$ cat config.mk
export PLATFORM = sky130hd
export DESIGN_NAME = interval_clock
export DESIGN_NICKNAME = d
export VERILOG_FILES = /design/src/interval_clock_pkg.sv /design/src/interval_clock.sv /design/src/low_pulse_gen.sv
export SDC_FILE = /design/constraint.sdc
export NUM_CORES = 1
export LEC_CHECK = 0
export BUFFER_PORTS_ARGS = -buffer_cell sky130_fd_sc_hd__buf_2
export CAP_MARGIN = 10
export CORE_AREA = 2 2 103 115
export CTS_CLUSTER_SIZE = 16
export DETAILED_ROUTE_END_ITERATION = 16
export DIE_AREA = 0 0 105 117
export HOLD_SLACK_MARGIN = 0.1
export MAX_ROUTING_LAYER = met4
export PLACE_DENSITY_LB_ADDON = 0.12
export SYNTH_ARGS = -nofsm -noshare
export SYNTH_HDL_FRONTEND = slang
export SYNTH_SLANG_ARGS = --single-unit
export TNS_END_PERCENT = 30
$ cat constraint.sdc
create_clock -name clk_i -period 2.82 [get_ports clk_i]
set_clock_uncertainty 0.2 [all_clocks]
set_input_delay 0.282 -clock clk_i [delete_from_list [all_inputs] [get_ports clk_i]]
set_output_delay 0.282 -clock clk_i [all_outputs]
set_load 0.02 [all_outputs]
$ cat src/interval_clock_pkg.sv
// constants, register map and types of the programmable interval clock
`default_nettype none
package interval_clock_pkg;
  // ----------------------------------------
  // counter and time base
  // ----------------------------------------
  localparam int unsigned CNT_W = 16;
  localparam logic [15:0] CNT_MAX = 16'hFFFF;
  localparam int unsigned BASE_CLK_HZ = 10_000_000;
  localparam int unsigned CLK_PERIOD_NS = 100;
  localparam int unsigned DIV_STAGES = 5;
  localparam logic [3:0] DECADE_LAST = 4'h9;
  localparam int unsigned PULSE_NS = 500;
  // longest time that fits, never below one cycle
  localparam int unsigned PULSE_CYCLES = (PULSE_NS / CLK_PERIOD_NS) < 1 ? 1 : (PULSE_NS / CLK_PERIOD_NS);

  // ----------------------------------------
  // register offsets (byte addresses)
  // ----------------------------------------
  localparam int unsigned ADDR_W = 4;
  localparam logic [3:0] OFS_CONTROL = 4'h0;
  localparam logic [3:0] OFS_PRESET = 4'h4;
  localparam logic [3:0] OFS_STATUS = 4'h8;
  localparam logic [3:0] OFS_MASK = 4'hC;

  // ----------------------------------------
  // control_status_word fields
  // ----------------------------------------
  localparam int unsigned RUN_BIT = 0;
  localparam int unsigned MODE_LSB = 1;
  localparam int unsigned RATE_LSB = 3;
  localparam int unsigned GO_EN_BIT = 6;
  localparam logic [15:0] PRESET_RESET = 16'h0000;

  // ----------------------------------------
  // status / mask fields
  // ----------------------------------------
  localparam int unsigned STATUS_W = 4;
  localparam int unsigned ST_OVF = 0;
  localparam int unsigned ST_TRIG2 = 1;
  localparam int unsigned ST_OVERRUN = 2;
  localparam int unsigned ST_TRIG1 = 3;
  localparam logic [3:0] STATUS_RESET = 4'h0;

  typedef enum logic [1:0] {
    MODE_SINGLE = 2'b00,
    MODE_REPEAT = 2'b01,
    MODE_EVENT = 2'b10,
    MODE_EVENT_ZERO = 2'b11
  } mode_t;

  typedef enum logic [2:0] {
    RATE_STOP = 3'b000,
    RATE_1MHZ = 3'b001,
    RATE_100KHZ = 3'b010,
    RATE_10KHZ = 3'b011,
    RATE_1KHZ = 3'b100,
    RATE_100HZ = 3'b101,
    RATE_TRIG1 = 3'b110,
    RATE_LINE = 3'b111
  } rate_t;
endpackage : interval_clock_pkg
`default_nettype wire

$ cat src/interval_clock.sv
// programmable interval clock: counter, time base, modes, pulses and bus registers
//
// Behaviour
// the interval counter is 16 bits and steps once per selected time-base pulse
// five rates, 1 MHz down to 100 Hz, come from decade division of 10 MHz
// the counter may also count line-frequency events or trigger-one firings
// four modes: single, repeated, event timing, event timing from zero
// overflow and trigger-one firing each give a converter start pulse
// interrupts can recur at intervals set by the count and rate
// each overflow drives the overflow output low about 500 ns
// each trigger-one firing drives its output low like the overflow pulse
// trigger events can start the counter, start conversions or interrupt
// single mode loads the preset on start; overflow stops and flags
// repeated mode reloads the preset on overflow and keeps running
// event modes start at zero; trigger two captures count, zero variant clears it
// an overflow in any mode or a trigger-two event sets overrun only when its own flag is already set
// external inputs are synchronised and one edge counts one event
// output pulse width is counted in base-oscillator cycles
`default_nettype none
module interval_clock
  import interval_clock_pkg::*;
#(
  parameter int unsigned WIDTH = CNT_W
) (
  input wire logic clk_i,
  input wire logic resetn_i,
  input wire logic [ADDR_W-1:0] address_i,
  input wire logic read_i,
  input wire logic write_i,
  input wire logic [31:0] writedata_i,
  input wire logic [3:0] byteenable_i,
  output logic [31:0] readdata_o,
  output logic waitrequest_o,
  input wire logic trigger_one_input_i,
  input wire logic trigger_two_input_i,
  input wire logic line_frequency_event_i,
  output logic overflow_pulse_out_n_o,
  output logic trigger_one_pulse_out_n_o,
  output logic irq_o
);
  // ----------------------------------------
  // helpers
  // ----------------------------------------
  function automatic logic rise(input logic prev, input logic cur);
    rise = cur & ~prev;
  endfunction : rise

  function automatic logic [15:0] merge16(input logic [15:0] old, input logic [31:0] wd, input logic [3:0] be);
    merge16 = {be[1] ? wd[15:8] : old[15:8], be[0] ? wd[7:0] : old[7:0]};
  endfunction : merge16

  // ----------------------------------------
  // input synchronisers and edge detect
  // ----------------------------------------
  logic [2:0] in_s1;
  logic [2:0] in_s2;
  logic [2:0] in_s3;
  logic t1_edge;
  logic t2_edge;
  logic line_edge;

  // two flops per input, third flop only for edge detection
  always_ff @(posedge clk_i or negedge resetn_i) begin
    if (!resetn_i) begin
      in_s1 <= 3'h0;
      in_s2 <= 3'h0;
      in_s3 <= 3'h0;
    end else begin
      in_s1 <= {line_frequency_event_i, trigger_two_input_i, trigger_one_input_i};
      in_s2 <= in_s1;
      in_s3 <= in_s2;
    end
  end
  assign t1_edge = rise(in_s3[0], in_s2[0]);
  assign t2_edge = rise(in_s3[1], in_s2[1]);
  assign line_edge = rise(in_s3[2], in_s2[2]);

  // ----------------------------------------
  // decade divider chain
  // ----------------------------------------
  logic [3:0] dec_q [DIV_STAGES];
  logic [3:0] next_dec [DIV_STAGES];
  logic [DIV_STAGES:0] carry;

  // each stage wraps at ten and passes a one-cycle enable on
  always_comb begin
    carry[0] = 1'b1;
    for (int i = 0; i < DIV_STAGES; i++) begin
      next_dec[i] = dec_q[i];
      carry[i+1] = carry[i] && (dec_q[i] == DECADE_LAST);
      if (carry[i]) begin
        next_dec[i] = (dec_q[i] == DECADE_LAST) ? 4'h0 : dec_q[i] + 4'h1;
      end
    end
  end

  always_ff @(posedge clk_i or negedge resetn_i) begin
    if (!resetn_i) begin
      for (int i = 0; i < DIV_STAGES; i++) begin
        dec_q[i] <= 4'h0;
      end
    end else begin
      dec_q <= next_dec;
    end
  end

  // ----------------------------------------
  // bus slave: one wait cycle per access
  // ----------------------------------------
  logic bus_req;
  logic bus_write;
  logic next_wait;
  logic [31:0] next_rdata;
  logic run_q;
  mode_t mode_q;
  rate_t rate_q;
  logic go_en_q;
  logic [WIDTH-1:0] preset_q;
  logic [WIDTH-1:0] count_q;
  logic [STATUS_W-1:0] status_q;
  logic [STATUS_W-1:0] mask_q;

  assign bus_req = read_i | write_i;
  assign bus_write = write_i && !waitrequest_o;

  // drop waitrequest for one cycle after a request, with read data ready
  always_comb begin
    next_wait = !(bus_req && waitrequest_o);
    next_rdata = readdata_o;
    if (read_i && waitrequest_o) begin
      case (address_i)
        OFS_CONTROL: next_rdata = {25'h0, go_en_q, rate_q, mode_q, run_q};
        OFS_PRESET: next_rdata = {16'h0, preset_q};
        OFS_STATUS: next_rdata = {28'h0, status_q};
        OFS_MASK: next_rdata = {28'h0, mask_q};
        default: next_rdata = 32'h0000_0000;
      endcase
    end
  end

  always_ff @(posedge clk_i or negedge resetn_i) begin
    if (!resetn_i) begin
      waitrequest_o <= 1'b1;
      readdata_o <= 32'h0000_0000;
    end else begin
      waitrequest_o <= next_wait;
      readdata_o <= next_rdata;
    end
  end

  // ----------------------------------------
  // time base selection
  // ----------------------------------------
  logic tick;

  always_comb begin
    case (rate_q)
      RATE_1MHZ: tick = carry[1];
      RATE_100KHZ: tick = carry[2];
      RATE_10KHZ: tick = carry[3];
      RATE_1KHZ: tick = carry[4];
      RATE_100HZ: tick = carry[5];
      RATE_TRIG1: tick = t1_edge;
      RATE_LINE: tick = line_edge;
      default: tick = 1'b0;
    endcase
  end

  // ----------------------------------------
  // counter, modes and flags
  // ----------------------------------------
  logic next_run;
  mode_t next_mode;
  rate_t next_rate;
  logic next_go_en;
  logic [WIDTH-1:0] next_preset;
  logic [WIDTH-1:0] next_count;
  logic [STATUS_W-1:0] next_status;
  logic [STATUS_W-1:0] next_mask;
  logic [STATUS_W-1:0] st_set;
  logic w_ctl;
  logic start;
  logic ovf_evt;
  logic capture_evt;
  logic event_mode;

  assign w_ctl = bus_write && address_i == OFS_CONTROL && byteenable_i[0];
  assign event_mode = mode_q[1];

  always_comb begin
    next_run = run_q;
    next_mode = mode_q;
    next_rate = rate_q;
    next_go_en = go_en_q;
    next_preset = preset_q;
    next_count = count_q;
    next_mask = mask_q;
    st_set = '0;
    start = 1'b0;
    ovf_evt = 1'b0;
    capture_evt = 1'b0;
    if (w_ctl) begin
      next_mode = mode_t'(writedata_i[MODE_LSB +: 2]);
      next_rate = rate_t'(writedata_i[RATE_LSB +: 3]);
      next_go_en = writedata_i[GO_EN_BIT];
      next_run = writedata_i[RUN_BIT];
      start = writedata_i[RUN_BIT] && !run_q;
    end
    if (go_en_q && t2_edge && !run_q) begin
      next_run = 1'b1;
      start = 1'b1;
      st_set[ST_TRIG2] = 1'b1;
    end
    // software may not load the preset while an event mode runs
    if (bus_write && address_i == OFS_PRESET && !(event_mode && run_q)) begin
      next_preset = merge16(preset_q, writedata_i, byteenable_i);
    end
    if (bus_write && address_i == OFS_MASK) begin
      next_mask = writedata_i[STATUS_W-1:0];
    end
    if (start) begin
      next_count = next_mode[1] ? '0 : next_preset;
    end else if (run_q) begin
      if (tick) begin
        if (count_q == CNT_MAX) begin
          ovf_evt = 1'b1;
          st_set[ST_OVF] = 1'b1;
          case (mode_q)
            MODE_SINGLE: begin
              next_run = 1'b0;
              next_count = '0;
            end
            MODE_REPEAT: next_count = preset_q;
            default: next_count = '0;
          endcase
        end else begin
          next_count = count_q + WIDTH'(1);
        end
      end
      if (event_mode && t2_edge) begin
        capture_evt = 1'b1;
        next_preset = count_q;
        st_set[ST_TRIG2] = 1'b1;
        if (mode_q == MODE_EVENT_ZERO) begin
          next_count = '0;
        end
      end
    end
    st_set[ST_TRIG1] = t1_edge;
    st_set[ST_OVERRUN] = (st_set[ST_OVF] && status_q[ST_OVF]) || (st_set[ST_TRIG2] && status_q[ST_TRIG2]);
    // write one to clear; a new event in the same cycle wins
    next_status = status_q;
    if (bus_write && address_i == OFS_STATUS) begin
      next_status = status_q & ~writedata_i[STATUS_W-1:0];
    end
    next_status = next_status | st_set;
  end

  always_ff @(posedge clk_i or negedge resetn_i) begin
    if (!resetn_i) begin
      run_q <= 1'b0;
      mode_q <= MODE_SINGLE;
      rate_q <= RATE_STOP;
      go_en_q <= 1'b0;
      preset_q <= PRESET_RESET;
      count_q <= '0;
      status_q <= STATUS_RESET;
      mask_q <= STATUS_RESET;
      irq_o <= 1'b0;
    end else begin
      run_q <= next_run;
      mode_q <= next_mode;
      rate_q <= next_rate;
      go_en_q <= next_go_en;
      preset_q <= next_preset;
      count_q <= next_count;
      status_q <= next_status;
      mask_q <= next_mask;
      irq_o <= |(next_status & next_mask);
    end
  end

  // ----------------------------------------
  // converter start pulses
  // ----------------------------------------
  low_pulse_gen #(.WIDTH(PULSE_CYCLES)) ovf_pulse (
    .clk_i(clk_i),
    .resetn_i(resetn_i),
    .fire_i(ovf_evt),
    .pulse_n_o(overflow_pulse_out_n_o)
  );

  low_pulse_gen #(.WIDTH(PULSE_CYCLES)) trig1_pulse (
    .clk_i(clk_i),
    .resetn_i(resetn_i),
    .fire_i(t1_edge),
    .pulse_n_o(trigger_one_pulse_out_n_o)
  );
endmodule : interval_clock
`default_nettype wire

$ cat src/low_pulse_gen.sv
// active-low output pulse of a fixed number of clock cycles
`default_nettype none
module low_pulse_gen
  import interval_clock_pkg::*;
#(
  parameter int unsigned WIDTH = PULSE_CYCLES
) (
  input wire logic clk_i,
  input wire logic resetn_i,
  input wire logic fire_i,
  output logic pulse_n_o
);
  localparam int unsigned CW = $clog2(WIDTH + 1);
  logic [CW-1:0] cnt;
  logic [CW-1:0] next_cnt;

  // restart on each firing, else count down to idle
  always_comb begin
    if (fire_i) begin
      next_cnt = CW'(WIDTH);
    end else if (cnt != '0) begin
      next_cnt = cnt - CW'(1);
    end else begin
      next_cnt = cnt;
    end
  end

  // output low while the count is running
  always_ff @(posedge clk_i or negedge resetn_i) begin
    if (!resetn_i) begin
      cnt <= '0;
      pulse_n_o <= 1'b1;
    end else begin
      cnt <= next_cnt;
      pulse_n_o <= (next_cnt == '0);
    end
  end
endmodule : low_pulse_gen
`default_nettype wire

==> results of run 1 <==
==> kinds of logic after synthesis <==
logic type               after synthesis  synth area share, %
AO/OA/AOI/OAI                        114                 15.1
XOR/XNOR                              16                 2.56
adder cells (fa/ha/maj)                7                 1.60
buffers and inverters                 59                 6.07
flip-flops                           102                 46.8
multiplexers                          31                 6.75
other                                  1               0.0686
AND/OR/NAND/NOR                      206                 21.1
==> report_power, final <==
part / switching, mW / internal [mW] / total (mW) / leakage [nW]
clock: 0.527 / 0.736 / 1.26 / 0.146
combinational: 0.609 / 0.516 / 1.13 / 1.50
sequential: 0.352 / 1.80 / 2.15 / 1.26
total: 1.49 / 3.05 / 4.54 / 2.90
==> routing by layer <==
metal | wire length [um] | share of wire [%]
met4 | 199 | 1.6
met2 | 6280 | 51
met1 | 5550 | 45
met5 | 0 | 0
met3 | 388 | 3.1
==> flip-flops by register name (all words and copies together), names as in the netlist, 2 cells and up <==
register         cells
count_q             16
ovf_pulse.cnt        3
rate_q               3
preset_q            16
mask_q               4
in_s1                3
status_q             4
dec_q               20
in_s3                3
readdata_o          16
trig1_pulse.cnt      3
mode_q               2
in_s2                3
==> path summary, 6_finish.rpt <==
| kind | end | slack (ns) | cells past startpoint |
|---|---|---|---|
| max | count_q[12]$_DFFE_PN0P_ | 0.48 | 6 |
| min | status_q[0]$_DFF_PN0_ | 0.14 | 4 |
| max reg2reg | count_q[12]$_DFFE_PN0P_ | 0.48 | 6 |
| min reg2reg | in_s2[0]$_DFF_PN0_ | 0.15 | 0 |
| max in group asynchronous | count_q[12]$_DFFE_PN0P_ | 1.41 | 3 |
| min in group asynchronous | readdata_o[7]$_DFFE_PN0P_ | 0.29 | 2 |
==> cell usage in the layout, fill, tap and decap left out, types with 10 or more instances in the layout <==
cell type | Yosys | routed
sky130_fd_sc_hd__mux2i_1 | 17 | 17
sky130_fd_sc_hd__nor2_1 | 45 | 45
sky130_fd_sc_hd__a221o_1 | 10 | 10
sky130_fd_sc_hd__conb_1 | 1 | 16
sky130_fd_sc_hd__buf_4 | 18 | 12
sky130_fd_sc_hd__nand3_1 | 36 | 36
sky130_fd_sc_hd__a21oi_1 | 29 | 29
sky130_fd_sc_hd__o21ai_0 | 21 | 21
sky130_fd_sc_hd__buf_2 | 2 | 47
sky130_fd_sc_hd__dfrtp_1 | 99 | 99
sky130_fd_sc_hd__a22o_1 | 10 | 10
sky130_fd_sc_hd__dlygate4sd3_1 | 0 | 20
sky130_fd_sc_hd__nand2_1 | 61 | 61
sky130_fd_sc_hd__inv_1 | 23 | 23
==> worst max-delay path, cell delays in order (launching register included) <==
cell and delay, ns:
sky130_fd_sc_hd__dfrtp_1 0.51, sky130_fd_sc_hd__nand2_1 0.18, sky130_fd_sc_hd__and3_1 0.50, sky130_fd_sc_hd__mux2i_1 0.37
sky130_fd_sc_hd__o21bai_1 0.13, sky130_fd_sc_hd__a41o_1 0.22, sky130_fd_sc_hd__o221a_1 0.11
==> final cells by class <==
class	count	share of cell area, %
clock buffers	13	4.12
clock inverters	3	0.674
inverters	23	1.37
multi-input cells	390	41.7
flip-flops and latches	102	40.5
well taps	150	2.97
repair buffers	80	8.64
==> stage by stage <==
step / instances / utilization [%] / setup WS (ns) / total power [mW]
3_3_place_gp: 725 / 51.9 / 0.404 / 3.24
5_1_grt: 761 / 56.4 / 0.358 / 4.83
3_5_place_dp: 725 / 51.9 / 0.349 / 3.28
4_1_cts: 761 / 56.4 / 0.476 / 4.59
2_1_floorplan: 551 / - / 0.656 / 2.93
6_report: 761 / 56.4 / 0.479 / 4.54
==> metrics.json, run 1 <==
{
  "grt": {
    "initial_antenna_violation_count": 0,
    "first_global_vias": 4025,
    "grt_util_met3_pct": 3.27,
    "maximum_number_of_pins_on_one_net_before_global_route_repair": 46,
    "gr-total-overflow": 0,
    "grt_first_pass_wirelength_um": 20200,
    "grt.busiest_layer": "met2",
    "globalRouteMet1Util_pct": 26.4,
    "met2_grt_util_pct": 37.1,
    "grtUsageTotal_pct": 21.9
  },
  "hold_path": {
    "hp-start": "writedata_i[0]",
    "hold_class": "input pin to register"
  },
  "final_layout": {
    "multi_input_area_mm2": 0.00263,
    "post_route_cells_drive_above_1_share_pct": 18.8,
    "seqCellArea_mm2": 0.00256,
    "n_fill_cell": 1026,
    "flow.area_growth_from_synthesis_pct": 15.5,
    "stdcell_area_mm2": 0.00631,
    "n_antenna_cell": 0,
    "fin_nets": 660
  },
  "routing": {
    "routed_wire_length_per_instance_um": 16.3,
    "dr.pass1.iters": 4,
    "vias": 4101,
    "drt_wl_total_um": 12400,
    "detail_route.drc_violations": 0,
    "dr.first_iter.drc_count": 229,
    "detail-route-antenna-nets": 0,
    "routed_via_density": 5.39
  },
  "power_and_ir_drop": {
    "leakage_power_nw": 2.90,
    "irDropWorstVdd_uv": 471,
    "powerDensity_mw_per_mm2": 719
  },
  "clock_tree": {
    "cts_hold_buffers": 20,
    "cts.repair_timing.setup_buffer_count": 0,
    "cts_root_buffer": "sky130_fd_sc_hd__clkbuf_16",
    "cts_buffers": 9,
    "clock_tree_from_tritoncts": "yes",
    "cts-root-to-sink-buffers": 2,
    "htree_num_levels": 3,
    "clk_pin_slew_ns": 0.07,
    "clkSinkCount": 102,
    "clkLatencyLatePin_ns": 0.34,
    "cts_repair_resize_count": 0
  },
  "timing": {
    "unrepaired_setup_endpoints_after_global_routing": "no",
    "worst-slew-pin-transition_ns": 0.707,
    "worst_slew_margin_rel_pct": 52.5,
    "setup_viol": 0,
    "clock.fmax_mhz": 427,
    "finalSetupTns_ns": 0,
    "hold_violations_final": 0,
    "final_min_period_over_clock_period_pct": 83.0,
    "final_max_slew_viol_count": 0,
    "fin_hold_ws_ns": 0.140,
    "layout_min_cycle_time_ns": 2.34
  },
  "synth": {
    "ys.flop_type": "sky130_fd_sc_hd__dfrtp_1",
    "synth_top_cell_by_area": "sky130_fd_sc_hd__dfrtp_1",
    "synth_cell_types": 71,
    "count_of_flip_flops_with_a_built_in_enable_after_synthesis": 0,
    "netlist_top_cells_count": "sky130_fd_sc_hd__dfrtp_1, sky130_fd_sc_hd__nand2_1, sky130_fd_sc_hd__nor2_1, sky130_fd_sc_hd__nand3_1, sky130_fd_sc_hd__a21oi_1",
    "netlist_top_cells_area": "sky130_fd_sc_hd__dfrtp_1, sky130_fd_sc_hd__nand2_1, sky130_fd_sc_hd__nand3_1",
    "synth.most_common_cell": "sky130_fd_sc_hd__dfrtp_1",
    "synth_cells": 536,
    "async_flop_share_pct": 100,
    "postSynthAreaPerCell_um2": 10.2,
    "register_area_share_after_synthesis_pct": 46.8,
    "synth_warn": 0,
    "mappedNetlistArea_mm2": 0.00547,
    "synth_top_area_share_pct": 45.3,
    "synth-seq-cells": 102
  },
  "worst_setup_path": {
    "critPathKind": "register to register",
    "crit_path_end_kind": "register",
    "startpoint_type": "register",
    "r2r-start": "run_q$_DFF_PN0_",
    "crit_fanout": 10,
    "cp-startpoint": "run_q$_DFF_PN0_",
    "worst_ep_arrival_time_ns": 2.37,
    "timing.critical_path.required_ns": 2.85
  },
  "placed_design": {
    "hpwl_um": 8800,
    "buffer_ports.inserted": 48,
    "detailed_place.area_mm2": 0.00581,
    "place_congestion": 0.928
  },
  "die": {
    "die_width_um": 105,
    "fp.coreArea_mm2": 0.0112,
    "top_level_ports": 83,
    "start_util_pct": 48.9,
    "fp.dieH_um": 117,
    "core.rowCount": 41,
    "fp.dieArea_mm2": 0.0123
  },
  "run_status": {
    "outcome": "finished, final reports clean"
  },
  "flow_run": {
    "max_cap_violations": 0
  }
}
Power figures use the tool's default switching activity.
==> run 2: changes to the inputs <==
==> constraint.sdc (replaced) <==
create_clock -name clk_i -period 1.9 [get_ports clk_i]
set_clock_uncertainty 0.2 [all_clocks]
set_input_delay 0.19 -clock clk_i [delete_from_list [all_inputs] [get_ports clk_i]]
set_output_delay 0.19 -clock clk_i [all_outputs]
set_load 0.02 [all_outputs]
==> run 2 against run 1 <==
Hold slack worse by 0.0075 ns. Power up 66%. The flow now finishes with violations (negative setup slack). Critical path depth unchanged. Maximum frequency up 13%. Sequential power up 44%. Die area unchanged. Largest cell class unchanged. Final cell count up 13%. Highest routed layer unchanged. Global-route usage up 2.3 points.
==> metrics.json, run 2 (same netlist as run 1, synthesis figures left out) <==
{
  "die": {
    "die_width_um": 105,
    "fp.dieH_um": 117,
    "start_util_pct": 48.9,
    "fp.dieArea_mm2": 0.0123,
    "fp.coreArea_mm2": 0.0112,
    "core.rowCount": 41,
    "top_level_ports": 83
  },
  "final_layout": {
    "layout.cells.non_filler": 860,
    "stdcell_area_mm2": 0.00744,
    "n_antenna_cell": 0,
    "layout.cells.most_common": "sky130_fd_sc_hd__dfrtp_1",
    "mostFrequentLayoutCells": "sky130_fd_sc_hd__dfrtp_1, sky130_fd_sc_hd__buf_4, sky130_fd_sc_hd__nand2_1, sky130_fd_sc_hd__buf_2, sky130_fd_sc_hd__nor2_1",
    "flow.area_growth_from_synthesis_pct": 36.1,
    "regMostFlops": "dec_q",
    "post_route_cells_drive_above_1_share_pct": 35.6,
    "fin_nets": 759,
    "largest_register_ff_count": 20
  },
  "grt": {
    "gr-total-overflow": 0,
    "maximum_number_of_pins_on_one_net_before_global_route_repair": 103,
    "grtUsageTotal_pct": 24.2,
    "grt_first_pass_wirelength_um": 22500,
    "first_global_vias": 4579,
    "initial_antenna_violation_count": 0
  },
  "routing": {
    "drt_wl_total_um": 13900,
    "vias": 4630,
    "dr.pass1.iters": 5,
    "dr.first_iter.drc_count": 231,
    "routed_via_density": 5.38,
    "detail_route.drc_violations": 0,
    "detail-route-antenna-nets": 0,
    "routed_wire_length_per_instance_um": 16.2
  },
  "power_and_ir_drop": {
    "irDropWorstVdd_uv": 827,
    "total_power_mw": 7.52,
    "leakage_power_nw": 3.43,
    "powerDensity_mw_per_mm2": 1010
  },
  "timing": {
    "setup_viol": 27,
    "worst-slew-pin-transition_ns": 0.554,
    "hold_violations_final": 0,
    "unrepaired_setup_endpoints_after_global_routing": "yes",
    "final_max_slew_viol_count": 0,
    "layout_min_cycle_time_ns": 2.06,
    "worst_slew_margin_rel_pct": 63.1,
    "clock.fmax_mhz": 484,
    "postLayoutSetupSlackWorst_ns": -0.164,
    "fin_hold_ws_ns": 0.132,
    "final_min_period_over_clock_period_pct": 109
  },
  "placed_design": {
    "dpl_ws_ns": -0.253,
    "place_congestion": 0.937,
    "buffer_ports.inserted": 48,
    "detailed_place.area_mm2": 0.00655,
    "placed_cells_incl_taps": 813,
    "hpwl_um": 9880
  },
  "hold_path": {
    "hold_class": "input pin to register"
  },
  "worst_setup_path": {
    "critPathKind": "register to register",
    "timing.critical_path.required_ns": 1.96,
    "worst_ep_arrival_time_ns": 2.12,
    "crit_path_end_kind": "register",
    "crit_fanout": 6,
    "startpoint_type": "register"
  },
  "clock_tree": {
    "clkLatencyLatePin_ns": 0.35,
    "clk_pin_slew_ns": 0.07,
    "htree_num_levels": 3,
    "cts-root-to-sink-buffers": 2,
    "clock_tree_from_tritoncts": "yes",
    "cts_buffers": 9,
    "cts_root_buffer": "sky130_fd_sc_hd__clkbuf_16",
    "clkSinkCount": 102
  },
  "run_status": {
    "outcome": "finished with violations",
    "failing_checks": "negative setup slack"
  },
  "flow_run": {
    "max_cap_violations": 0
  }
}
==> run 2: report_power, final <==
| part | switching [mW] | internal [mW] |
|---|---|---|
| registers | 0.436 | 2.67 |
| clock network | 0.841 | 1.03 |
| logic | 1.28 | 1.26 |
==> run 2: worst max-delay path, stage by stage, from the launching register on <==
cell	delay, ns
sky130_fd_sc_hd__dfstp_2	0.59
sky130_fd_sc_hd__and3b_2	0.28
sky130_fd_sc_hd__a211o_1	0.28
sky130_fd_sc_hd__a21o_4	0.25
sky130_fd_sc_hd__nor2_4	0.11
sky130_fd_sc_hd__nor2_1	0.06
sky130_fd_sc_hd__a211oi_1	0.20
==> run 2: stage by stage <==
stage          util, %  TNS (ns)
4_1_cts           64.7     -2.81
6_report          66.5     -2.96
2_1_floorplan        -     -2.35
3_5_place_dp      58.6     -4.80
3_3_place_gp      58.6     -3.33
5_1_grt           66.5     -5.03
==> run 2: per-layer routing <==
metal | routed length (um) | global-route usage [%] | vias up
met3 | 454 | 2.82 | 28
li1 | - | - | 2217
met2 | 6940 | 39.7 | 120
met4 | 523 | 11.8 | 0
met1 | 6010 | 30.3 | 2265
met5 | 0 | - | -
==> run 2: final timing paths <==
path / from / endpoint / slack [ns] / cells after the start
setup / recovery: waitrequest_o$_DFF_PN1_ / count_q[6]$_DFFE_PN0P_ / -0.16 / 6
hold / removal: address_i[1] / readdata_o[2]$_DFFE_PN0P_ / 0.13 / 3
setup reg to reg: waitrequest_o$_DFF_PN1_ / count_q[6]$_DFFE_PN0P_ / -0.16 / 6
hold reg to reg: in_s1[2]$_DFF_PN0_ / in_s2[2]$_DFF_PN0_ / 0.16 / 0
max in group asynchronous: resetn_i / rate_q[0]$_DFFE_PN0P_ / 0.80 / 3
min in group asynchronous: resetn_i / readdata_o[11]$_DFFE_PN0P_ / 0.24 / 3
==> run 2: cell type report <==
type	instances	area (um2)
fillers	956	3750
multi-input cells	391	2930
flip-flops and latches	102	2560
repair buffers	178	1370
clock buffers	10	229
well taps	150	188
inverters	23	86.3
clock inverters	6	71.3
==> run 2: what timing repair did <==
| action | in CTS | in global routing |
|---|---|---|
| resized for setup | 29 | 33 |
| pin swaps | 27 | 15 |
| setup buffers | 4 | 5 |
| setup endpoints to repair | 32 | 44 |
| hold endpoints to repair | 141 | 0 |
| cloned | 1 | 0 |
| hold buffers | 21 | 0 |
